[config.mk]
export PLATFORM = sky130hd
export DESIGN_NAME = rcrb_top
export DESIGN_NICKNAME = d
export VERILOG_FILES = /design/src/inc/rcrb_pkg.sv /design/src/hdl/rcrb_top.sv
export SDC_FILE = /design/constraint.sdc
export NUM_CORES = 1
export LEC_CHECK = 0
export ABC_CLOCK_PERIOD_IN_PS = 3200
export BUFFER_PORTS_ARGS = -buffer_cell sky130_fd_sc_hd__buf_4
export CORE_MARGIN = 10
export CORE_UTILIZATION = 55
export CTS_CLUSTER_SIZE = 30
export DETAILED_ROUTE_END_ITERATION = 10
export PLACE_DENSITY = 0.76
export SYNTH_ARGS = -nofsm -noshare
export SYNTH_HDL_FRONTEND = slang
export SYNTH_SLANG_ARGS = --single-unit
[constraint.sdc]
create_clock -name clk_sys_i -period 3.2 [get_ports clk_sys_i]
set_clock_uncertainty 0.2 [all_clocks]
set_input_delay 0.64 -clock clk_sys_i [delete_from_list [all_inputs] [get_ports clk_sys_i]]
set_output_delay 0.64 -clock clk_sys_i [all_outputs]
set_load 0.02 [all_outputs]
[src/inc/rcrb_pkg.sv]
// Purpose: Constants for the receiver configuration register bank.
// Assumes: APB byte addressing, index times four.
// Notes: One aligned word per 8-bit register.
package rcrb_pkg;
    localparam logic [7:0] RCRB_IDX_SERIAL3   = 8'h11;
    localparam logic [7:0] RCRB_IDX_RF_CTRL   = 8'h12;
    localparam logic [7:0] RCRB_IDX_DIV_LOW   = 8'h13;
    localparam logic [7:0] RCRB_IDX_DIV_MID   = 8'h14;
    localparam logic [7:0] RCRB_IDX_DIV_HIGH  = 8'h15;
    localparam logic [7:0] RCRB_IDX_OSC_INJ   = 8'h16;
    localparam logic [7:0] RCRB_IDX_GAIN_TRIM = 8'h1B;
    localparam logic [7:0] RCRB_IDX_OFFS_MON  = 8'h1C;
    localparam logic [7:0] RCRB_IDX_A_ON_LOW  = 8'h1F;
    localparam logic [7:0] RCRB_IDX_A_ON_HIGH = 8'h20;
    localparam logic [7:0] RCRB_IDX_A_MOD     = 8'h21;
    localparam logic [7:0] RCRB_IDX_B_ON_LOW  = 8'h40;
    localparam logic [7:0] RCRB_IDX_B_ON_HIGH = 8'h41;
    localparam logic [7:0] RCRB_IDX_B_MOD     = 8'h42;
    localparam logic [7:0] RCRB_IDX_STATUS    = 8'h50;
    localparam logic [7:0] RCRB_IDX_SELECT    = 8'h51;

    localparam logic [7:0] RCRB_RST_RF_CTRL   = 8'h00;
    localparam logic [7:0] RCRB_RST_DIV_LOW   = 8'h07;
    localparam logic [7:0] RCRB_RST_DIV_MID   = 8'h00;
    localparam logic [7:0] RCRB_RST_DIV_HIGH  = 8'h00;
    localparam logic [7:0] RCRB_RST_OSC_INJ   = 8'h00;
    localparam logic [7:0] RCRB_RST_GAIN_TRIM = 8'h0C;
    localparam logic [7:0] RCRB_RST_OFFS_MON  = 8'h15;
    localparam logic [7:0] RCRB_RST_ON_LOW    = 8'h01;
    localparam logic [7:0] RCRB_RST_ON_HIGH   = 8'h00;
    localparam logic [7:0] RCRB_RST_MOD       = 8'h04;
    localparam logic [7:0] RCRB_RST_TIMER_SET = 8'h01;

    localparam int RCRB_BIT_RF_OFF     = 4;
    localparam int RCRB_BIT_INJ_SIDE   = 4;
    localparam int RCRB_BIT_BUF_EN     = 4;
    localparam int RCRB_BIT_MON_LO     = 5;
    localparam int RCRB_BIT_SCAN_LO    = 2;
    localparam int RCRB_PRESCALE_CYC   = 64;
    localparam int RCRB_DIV_WIDTH      = 20;
    localparam int RCRB_ON_WIDTH       = 14;

    localparam logic [1:0] RCRB_MODE_SLAVE    = 2'b00;
    localparam logic [1:0] RCRB_MODE_POLL     = 2'b01;
    localparam logic [1:0] RCRB_MODE_RUN_POLL = 2'b10;
    localparam logic [1:0] RCRB_MOD_ASK       = 2'b00;
    localparam logic [1:0] RCRB_MOD_FSK       = 2'b01;
    localparam logic [1:0] RCRB_MOD_MIXED     = 2'b10;
endpackage

[src/hdl/rcrb_top.sv]
// Purpose: Receiver configuration registers, clock divider and on-time timer.
// Assumes: APB slave with zero wait states; serial number is a parameter.
// Notes: Writable registers read back their stored value, except the timer setting and the start bit.
// Functional notes
// - Top serial byte, bits 31 to 24, is read-only and fixed per chip.
// - Bit 4 of RF control disables the receive path when one.
// - Four-bit IF attenuation code, zero none, all ones maximum 12 dB.
// - Divider value is 20 bits from three registers, high one gives 19..16.
// - Clock out period is twice divider value; zero means two to twenty.
// - Oscillator bit 4 selects low side at zero, high side at one.
// - Five-bit strength slope trim from minimum 00h to maximum 1Fh.
// - Two-bit monitor select routes one of four signals to indicator pin.
// - Monitor buffer enable bit 4 switches the indicator buffer on.
// - Four-bit strength offset trim from minimum 0h to maximum Fh.
// - On-time is timer period times 14-bit value, zero meaning 16384.
// - Configurations A and B keep separate on-time and modulation registers.
// - Modulation 00 ASK, 01 FSK, 10 FSK only in polling wake search.
// - Bits 3..2 give scanned channel count in polling, unused in slave.
// - Reference timer period is 64 system cycles times the timer setting.
`timescale 1ns/1ps
module rcrb_top
    import rcrb_pkg::*;
#(
    parameter logic [7:0] SERIAL_TOP = 8'h5A // Arbitrary value.
) (
    input  wire logic        clk_sys_i,
    input  wire logic        sys_rst_i,
    input  wire logic        psel_i,
    input  wire logic        penable_i,
    input  wire logic        pwrite_i,
    input  wire logic [11:0] paddr_i,
    input  wire logic [31:0] pwdata_i,
    output logic      [31:0] prdata_o,
    output logic             pready_o,
    output logic             pslverr_o,
    output logic             radio_path_disable_o,
    output logic      [3:0]  intermediate_attenuation_o,
    output logic             injection_side_select_o,
    output logic      [4:0]  strength_slope_trim_o,
    output logic      [1:0]  indicator_pin_select_o,
    output logic             indicator_buffer_enable_o,
    output logic      [3:0]  strength_offset_trim_o,
    output logic             clock_out_o,
    output logic             polling_on_o,
    output logic             on_time_done_o,
    output logic             modulation_fsk_o,
    output logic      [1:0]  scan_channels_o
);

    logic [7:0]  rf_ctrl_reg;
    logic [7:0]  div_low_reg;
    logic [7:0]  div_mid_reg;
    logic [7:0]  div_high_reg;
    logic [7:0]  osc_inj_reg;
    logic [7:0]  gain_trim_reg;
    logic [7:0]  offs_mon_reg;
    logic [7:0]  on_low_reg  [2];
    logic [7:0]  on_high_reg [2];
    logic [7:0]  mod_reg     [2];
    logic [7:0]  timer_set_reg;
    logic        conf_sel_reg;
    logic [1:0]  op_mode_reg;
    logic        poll_start_reg;
    logic [31:0] prdata_reg;
    logic [19:0] div_cnt_reg;
    logic        clock_out_reg;
    logic [5:0]  pre_cnt_reg;
    logic [7:0]  rt_cnt_reg;
    logic [13:0] on_cnt_reg;
    logic        on_run_reg;
    logic        on_done_reg;

    logic        wr_en;
    logic        rd_en;
    logic [7:0]  idx;
    logic        addr_ok;
    logic [19:0] div_val;
    logic        rt_tick;
    logic [13:0] on_val;

    function automatic logic [7:0] rcrb_get(input logic [7:0] i);
        case (i)
            RCRB_IDX_SERIAL3:   rcrb_get = SERIAL_TOP;
            RCRB_IDX_RF_CTRL:   rcrb_get = rf_ctrl_reg;
            RCRB_IDX_DIV_LOW:   rcrb_get = div_low_reg;
            RCRB_IDX_DIV_MID:   rcrb_get = div_mid_reg;
            RCRB_IDX_DIV_HIGH:  rcrb_get = div_high_reg;
            RCRB_IDX_OSC_INJ:   rcrb_get = osc_inj_reg;
            RCRB_IDX_GAIN_TRIM: rcrb_get = gain_trim_reg;
            RCRB_IDX_OFFS_MON:  rcrb_get = offs_mon_reg;
            RCRB_IDX_A_ON_LOW:  rcrb_get = on_low_reg[0];
            RCRB_IDX_A_ON_HIGH: rcrb_get = on_high_reg[0];
            RCRB_IDX_A_MOD:     rcrb_get = mod_reg[0];
            RCRB_IDX_B_ON_LOW:  rcrb_get = on_low_reg[1];
            RCRB_IDX_B_ON_HIGH: rcrb_get = on_high_reg[1];
            RCRB_IDX_B_MOD:     rcrb_get = mod_reg[1];
            RCRB_IDX_STATUS:    rcrb_get = {6'h00, on_done_reg, on_run_reg};
            RCRB_IDX_SELECT:    rcrb_get = {4'h0, op_mode_reg, 1'b0, conf_sel_reg};
            default:            rcrb_get = 8'h00;
        endcase
    endfunction

    function automatic logic rcrb_known(input logic [7:0] i);
        case (i)
            RCRB_IDX_SERIAL3, RCRB_IDX_RF_CTRL, RCRB_IDX_DIV_LOW, RCRB_IDX_DIV_MID,
            RCRB_IDX_DIV_HIGH, RCRB_IDX_OSC_INJ, RCRB_IDX_GAIN_TRIM, RCRB_IDX_OFFS_MON,
            RCRB_IDX_A_ON_LOW, RCRB_IDX_A_ON_HIGH, RCRB_IDX_A_MOD, RCRB_IDX_B_ON_LOW,
            RCRB_IDX_B_ON_HIGH, RCRB_IDX_B_MOD, RCRB_IDX_STATUS, RCRB_IDX_SELECT:
                rcrb_known = 1'b1;
            default:
                rcrb_known = 1'b0;
        endcase
    endfunction

    assign idx     = paddr_i[9:2];
    assign addr_ok = rcrb_known(idx) && (paddr_i[11:10] == 2'b00) && (paddr_i[1:0] == 2'b00);
    assign wr_en   = psel_i && penable_i && pwrite_i && addr_ok;
    assign rd_en   = psel_i && !penable_i && !pwrite_i;

    // The slave always answers in the first access cycle.
    assign pready_o  = 1'b1;
    assign pslverr_o = psel_i && penable_i && !addr_ok;
    assign prdata_o  = prdata_reg;

    // Read data is captured during setup so it stands through the access phase.
    always_ff @(posedge clk_sys_i) begin
        if (sys_rst_i) begin
            prdata_reg <= 32'h0000_0000;
        end else if (rd_en) begin
            prdata_reg <= {24'h00_0000, rcrb_get(idx)};
        end
    end

    // Register writes; the serial byte ignores writes.
    always_ff @(posedge clk_sys_i) begin
        if (sys_rst_i) begin
            rf_ctrl_reg    <= RCRB_RST_RF_CTRL;
            div_low_reg    <= RCRB_RST_DIV_LOW;
            div_mid_reg    <= RCRB_RST_DIV_MID;
            div_high_reg   <= RCRB_RST_DIV_HIGH;
            osc_inj_reg    <= RCRB_RST_OSC_INJ;
            gain_trim_reg  <= RCRB_RST_GAIN_TRIM;
            offs_mon_reg   <= RCRB_RST_OFFS_MON;
            on_low_reg[0]  <= RCRB_RST_ON_LOW;
            on_low_reg[1]  <= RCRB_RST_ON_LOW;
            on_high_reg[0] <= RCRB_RST_ON_HIGH;
            on_high_reg[1] <= RCRB_RST_ON_HIGH;
            mod_reg[0]     <= RCRB_RST_MOD;
            mod_reg[1]     <= RCRB_RST_MOD;
            timer_set_reg  <= RCRB_RST_TIMER_SET;
            conf_sel_reg   <= 1'b0;
            op_mode_reg    <= RCRB_MODE_SLAVE;
            poll_start_reg <= 1'b0;
        end else begin
            poll_start_reg <= 1'b0;
            if (wr_en) begin
                case (idx)
                    RCRB_IDX_RF_CTRL:   rf_ctrl_reg    <= {3'b000, pwdata_i[4:0]};
                    RCRB_IDX_DIV_LOW:   div_low_reg    <= pwdata_i[7:0];
                    RCRB_IDX_DIV_MID:   div_mid_reg    <= pwdata_i[7:0];
                    RCRB_IDX_DIV_HIGH:  div_high_reg   <= {4'h0, pwdata_i[3:0]};
                    RCRB_IDX_OSC_INJ:   osc_inj_reg    <= pwdata_i[7:0];
                    RCRB_IDX_GAIN_TRIM: gain_trim_reg  <= {3'b000, pwdata_i[4:0]};
                    RCRB_IDX_OFFS_MON:  offs_mon_reg   <= {1'b0, pwdata_i[6:0]};
                    RCRB_IDX_A_ON_LOW:  on_low_reg[0]  <= pwdata_i[7:0];
                    RCRB_IDX_A_ON_HIGH: on_high_reg[0] <= {2'b00, pwdata_i[5:0]};
                    RCRB_IDX_A_MOD:     mod_reg[0]     <= {4'h0, pwdata_i[3:0]};
                    RCRB_IDX_B_ON_LOW:  on_low_reg[1]  <= pwdata_i[7:0];
                    RCRB_IDX_B_ON_HIGH: on_high_reg[1] <= {2'b00, pwdata_i[5:0]};
                    RCRB_IDX_B_MOD:     mod_reg[1]     <= {4'h0, pwdata_i[3:0]};
                    RCRB_IDX_STATUS:    poll_start_reg <= pwdata_i[0];
                    RCRB_IDX_SELECT: begin
                        conf_sel_reg  <= pwdata_i[0];
                        op_mode_reg   <= pwdata_i[3:2];
                        timer_set_reg <= pwdata_i[15:8];
                    end
                    default: begin
                    end
                endcase
            end
        end
    end

    assign radio_path_disable_o       = rf_ctrl_reg[RCRB_BIT_RF_OFF];
    assign intermediate_attenuation_o = rf_ctrl_reg[3:0];
    assign injection_side_select_o    = osc_inj_reg[RCRB_BIT_INJ_SIDE];
    assign strength_slope_trim_o      = gain_trim_reg[4:0];
    assign indicator_pin_select_o     = offs_mon_reg[RCRB_BIT_MON_LO +: 2];
    assign indicator_buffer_enable_o  = offs_mon_reg[RCRB_BIT_BUF_EN];
    assign strength_offset_trim_o     = offs_mon_reg[3:0];

    // Modulation decode for the selected configuration.
    always_comb begin
        case (mod_reg[conf_sel_reg][1:0])
            RCRB_MOD_ASK:   modulation_fsk_o = 1'b0;
            RCRB_MOD_FSK:   modulation_fsk_o = 1'b1;
            RCRB_MOD_MIXED: modulation_fsk_o = (op_mode_reg == RCRB_MODE_POLL);
            default:        modulation_fsk_o = 1'b0;
        endcase
    end
    assign scan_channels_o = (op_mode_reg == RCRB_MODE_SLAVE) ? 2'b00 :
                             mod_reg[conf_sel_reg][RCRB_BIT_SCAN_LO +: 2];

    // Clock divider toggles every div_val cycles; zero counts the full range.
    // A count already past a newly lowered value toggles at once and restarts.
    assign div_val = {div_high_reg[3:0], div_mid_reg, div_low_reg};
    always_ff @(posedge clk_sys_i) begin
        if (sys_rst_i) begin
            div_cnt_reg   <= 20'h00001;
            clock_out_reg <= 1'b0;
        end else if (div_cnt_reg == div_val ||
                     (div_val != 20'h00000 && div_cnt_reg > div_val)) begin
            div_cnt_reg   <= 20'h00001;
            clock_out_reg <= !clock_out_reg;
        end else begin
            div_cnt_reg   <= div_cnt_reg + 20'h00001;
        end
    end
    assign clock_out_o = clock_out_reg;

    // Reference timer: a 64-cycle prescaler then the timer setting, zero meaning 256.
    assign rt_tick = (pre_cnt_reg == 6'(RCRB_PRESCALE_CYC - 1)) && (rt_cnt_reg == timer_set_reg - 8'h01);
    always_ff @(posedge clk_sys_i) begin
        if (sys_rst_i || poll_start_reg) begin
            pre_cnt_reg <= 6'h00;
            rt_cnt_reg  <= 8'h00;
        end else begin
            pre_cnt_reg <= pre_cnt_reg + 6'h01;
            if (pre_cnt_reg == 6'(RCRB_PRESCALE_CYC - 1)) begin
                rt_cnt_reg <= rt_tick ? 8'h00 : rt_cnt_reg + 8'h01;
            end
        end
    end

    // On-time counter for the selected configuration.
    assign on_val = {on_high_reg[conf_sel_reg][5:0], on_low_reg[conf_sel_reg]};
    always_ff @(posedge clk_sys_i) begin
        if (sys_rst_i) begin
            on_cnt_reg  <= 14'h0000;
            on_run_reg  <= 1'b0;
            on_done_reg <= 1'b0;
        end else if (poll_start_reg) begin
            on_cnt_reg  <= 14'h0000;
            on_run_reg  <= 1'b1;
            on_done_reg <= 1'b0;
        end else if (on_run_reg && rt_tick) begin
            on_cnt_reg <= on_cnt_reg + 14'h0001;
            if (on_cnt_reg + 14'h0001 == on_val) begin
                on_run_reg  <= 1'b0;
                on_done_reg <= 1'b1;
            end
        end
    end
    assign polling_on_o   = on_run_reg;
    assign on_time_done_o = on_done_reg;

endmodule // rcrb_top

# Word-level counts from Yosys, hierarchy flattened
# Memories as Yosys holds them, arrays and structs flattened. A register that Yosys moved wholly into a read port is not among the register bits.
# Index checks and enable logic that the tools add are counted.
dict set report classes {
  addsub 5
  order_cmp 1
  eq_ne 23
  mux 46
  bitwise 8
  n_reduce_logical 37
}
# cell count
set op_table {}
lappend op_table {{one-hot mux 8 bit (16 select lines)} 1}
lappend op_table {{== test 8 x 5 -> 1 bit (second input constant)} 9}
lappend op_table {{== test 8 x 7 -> 1 bit (second input constant)} 5}
lappend op_table {{two-way mux 1 bit} 36}
lappend op_table {{two-way mux 8 bit} 3}
lappend op_table {{adder 20 x 1 -> 20 bit (second input constant)} 1}
lappend op_table {{== test 20 bit} 1}
lappend op_table {{greater-than comparator 20 bit} 1}
lappend op_table {{AND reduction 2 bit} 10}
lappend op_table {{nonzero test 20 bit} 1}
lappend op_table {{== test 8 x 6 -> 1 bit (second input constant)} 2}
lappend op_table {{OR reduction 16 bit} 1}
lappend op_table {{adder 14 x 1 -> 14 bit (second input constant)} 1}
lappend op_table {{== test 14 bit} 1}
lappend op_table {{two-way mux 6 bit} 2}
lappend op_table {{logical AND 1 bit} 11}
lappend op_table {{adder 8 x 1 -> 8 bit (second input constant)} 1}
lappend op_table {{== test 8 bit} 1}
lappend op_table {{two-way mux 4 bit} 2}
lappend op_table {{subtractor 8 x 1 -> 8 bit (second input constant)} 1}
lappend op_table {{adder 6 x 1 -> 6 bit (second input constant)} 1}
lappend op_table {{== test 6 bit (second input constant)} 1}
lappend op_table {{zero test 2 bit} 3}
lappend op_table {{OR 1 bit} 6}
lappend op_table {{10 further kinds} 18}
dict set report word_totals {
  ff_bits 116
  ramBits 36
  input_bits 49
  out_inout_bits 58
  n_memories 3
}
# name words width read_ports rd_ports_with_merged_regs wr line_no
set mem_list {}
lappend mem_list {on_low_reg 2 8 3 1 2 rcrb_top.sv:57} ;# logic [7:0] on_low_reg [2];
lappend mem_list {on_high_reg 2 6 3 1 2 rcrb_top.sv:58} ;# logic [7:0] on_high_reg [2];
lappend mem_list {mod_reg 2 4 3 1 2 rcrb_top.sv:59} ;# logic [7:0] mod_reg [2];

# Longest topological paths before layout
dict set report depth {
  ltp_word 10
  mapped_depth 12
}

# Worst setup path after synthesis
# OpenSTA, ideal clock, no wires.
dict set report synth_path {
  kind {in2reg}
  startpoint {input paddr_i[6]}
  endpoint {memory on_high_reg[0][0] (netlist bit) (data pin)}
  setup_time_ps 138
  t_arrival_ps 2602
  setup_slack_ps 260
  path_stages 6
  n_path_buf 1
  cell_sequence {clkbuf_1 -> or4b_2 -> o21ai_0 -> nand2_1 -> nor4_1 -> and2_1}
}
# item line_no
set synth_lines {}
lappend synth_lines {{from (decl)} rcrb_top.sv:31} ;# input wire logic [11:0] paddr_i,
lappend synth_lines {{to (decl)} rcrb_top.sv:58}

==> results.py <==
metrics = {
    "clock_network": {
        "cts_max_level": 4,
        "worstSkewPairLatency_ns": 0.43,
        "path_clk_slew_ns": 0.06,
        "numCtsBuffers": 17,
        "holdBufCountCts": 0,
        "cts_sinks": 153,
        "cts_resized": 0,
        "cts_setup_buffers": 0,
        "clk_path_buf_depth": 2,
        "cts-root-buf": "clkbuf_16",
        "cts_tree": "done",
    },
    "yosys": {
        "synth-edff-count": 36,
        "synth_area_leaders": "dfxtp_1 28%, edfxtp_1 13%, nand2_1 4.8%",
        "syn_area_per_cell_um2": 8.62,
        "synth_most_common_cell": "dfxtp_1",
        "synth-seq-cells": 153,
        "synth_top_cell_by_area": "dfxtp_1",
        "ys_types": 69,
        "syn_area_mm2": 0.00843,
        "yosysSeqAreaShare": 0.406,
        "synth_common_cells": "117 x dfxtp_1, 107 x nand2_1, 82 x nor2_1",
        "synthArstFlopShare": 0,
        "synth_ff_type": "dfxtp_1",
        "ys_warn_count": 0,
        "synth_top_cell_area_share": 0.278,
        "syn-instance-count": 978,
    },
    "floorplan": {
        "dieArea_mm2": 0.0207,
        "start_util": 0.559,
        "dieHeight_um": 144,
        "dieWidth_um": 144,
        "core_mm2": 0.0151,
        "num_rows": 45,
        "design.portCount": 107,
    },
    "timing": {
        "setup_tns_ns": 0,
        "fmax_mhz": 335,
        "setup_ws_ns": 0.215,
        "worstMarginPinSlew_ns": 0.737,
        "setup_viol": 0,
        "slew_viol_final": 0,
        "finalCritPeriodShare": 0.933,
        "min_period_ns": 2.99,
        "grt_setup_unrepaired": "false",
        "maxSlewHeadroom": 0.507,
        "finalHoldViolCount": 0,
    },
    "layout": {
        "nNetsFinal": 1105,
        "largest_reg_flops": 20,
        "drive_above_1_share": 0.136,
        "n_fill_cell": 1245,
        "synthToLayoutAreaGrowth_pct": 15.2,
        "diodes": 0,
    },
    "status": {
        "run_status": "finished, final reports clean",
    },
    "global_route": {
        "antenna_found_initial": 0,
        "grt_max_degree": 53,
        "grt_pass1_wl_um": 38000,
        "track_usage": 0.235,
        "gr-total-overflow": 0,
        "grt_pass1_vias": 7125,
    },
    "pwr": {
        "powerDensity_mw_per_mm2": 489,
        "power.leakage_nw": 3.70,
        "peakVddDrop_mv": 0.373,
    },
    "detailed_routing": {
        "wire_per_inst_um": 19.7,
        "drc": 0,
        "ant_nets": 0,
        "drtIter0Drc": 785,
        "wl_um": 24200,
        "vias_per_cell": 6.10,
        "vias": 7505,
        "dr.pass1.iters": 5,
    },
    "min_path": {
        "hold_path_end": "timer_set_reg[0]",
        "min_path_type": "in -> reg",
        "min_from": "pwdata_i[8]",
        "holdPathStages": 3,
    },
    "worst_setup_path": {
        "r2r_end": "on_cnt_reg[4]",
        "crit_path_frequent_cell": "buf_4",
        "end_kind": "primary output",
        "path_cells": "buf_4, mux2i_1, inv_1, ha_1, a31oi_1, nor2_1, buf_4",
        "critPathTopFamily": "buffers and inverters",
        "cp.required_ns": 2.36,
        "crit_arrival_ns": 2.15,
        "r2r_cells": 7,
        "regToRegSetupSlack_ns": 0.24,
        "crit_buf_inv": 3,
        "path_max_fanout": 13,
        "crit_slowest_cell": "dfxtp_1",
        "path_class": "reg -> out",
        "cp-start-kind": "flip-flop",
        "cpPeakStageDelay_ns": 0.44,
        "r2r-start": "timer_set_reg[0]",
    },
    "job": {
        "drv_cap": 0,
    },
    "place": {
        "dp_slack_ns": 0.211,
        "numPortBuffers": 65,
        "hpwl_um": 17400,
        "place.gp.congestion": 1.03,
    },
}
==> worst max path at each step <==
| stage | from | cells past startpoint | to |
|---|---|---|---|
| 2_1_floorplan | paddr_i[6] | 6 | on_high_reg[0][0] |
| 3_3_place_gp | paddr_i[7] | 6 | pslverr_o |
| 3_5_place_dp | paddr_i[7] | 7 | mod_reg[1][2] |
| 4_1_cts | flip-flop | 7 | modulation_fsk_o |
| 5_1_grt | flip-flop | 7 | modulation_fsk_o |
| 6_report | flip-flop | 7 | modulation_fsk_o |
==> worst min-delay path: cells and delay by family <==
family                 cells  cell delay [ns]
buffers and inverters      1             0.07
and+or+nand+nor            2             0.11
==> power by group <==
part           switching (mW)  internal [mW]  total (mW)  leakage [nW]
registers              0.0476           2.03        2.07          1.29
clock network           0.830           1.46        2.29         0.335
logic                   0.245          0.138       0.383          2.08
==> layer usage <==
layer  GRT usage  wire (um)
met1       0.311      10500
met4      0.0946        665
met3      0.0502       2150
met2       0.364      10900
met5           0          0
==> placed cells by master (no fill, tap or decap), types with 25 or more instances in the layout <==
cell and n:
ha_1 27, buf_4 92, o21ai_0 33, a21oi_1 72
dfxtp_1 117, xnor2_1 25, inv_1 31, conb_1 25
edfxtp_1 36, xor2_1 34, mux2i_1 39, nand3_1 51
nand2_1 107, nor2_1 82
==> cells by family (layout without fill, tap and decap cells) <==
| logic type | Yosys count | in the layout | share of synthesized area |
|---|---|---|---|
| muxes | 43 | 43 | 0.0517 |
| other | 2 | 25 | 0.000891 |
| adders and majority gates | 27 | 27 | 0.0401 |
| AOI/OAI and AO/OA | 189 | 189 | 0.145 |
| buffers and inverters | 114 | 155 | 0.0628 |
| and+or+nand+nor | 391 | 391 | 0.232 |
| DFF | 153 | 153 | 0.406 |
| xor gates and xnor gates | 59 | 59 | 0.0613 |
==> metrics by stage <==
step	power (mW)	hold slack [ns]	instance area, um^2	cells	util
after floorplan	2.38	0.218	8510	1001	-
after global placement	2.48	0.229	9030	1198	0.598
after detailed placement	2.49	0.250	9030	1198	0.598
after CTS	4.75	0.218	9710	1230	0.643
after global routing	4.89	0.226	9710	1230	0.643
final	4.75	0.221	9710	1230	0.643
==> final cells by class <==
type	instances	area (um^2)	area share
timing repair buffer	92	691	0.0712
sequential	153	3420	0.353
tap	188	235	0.0242
inverter	31	116	0.0120
clock inverter	7	119	0.0122
multi-input combinational	734	4560	0.470
clock buffer	25	561	0.0577
No activity file was read; power rests on OpenSTA's default activity.
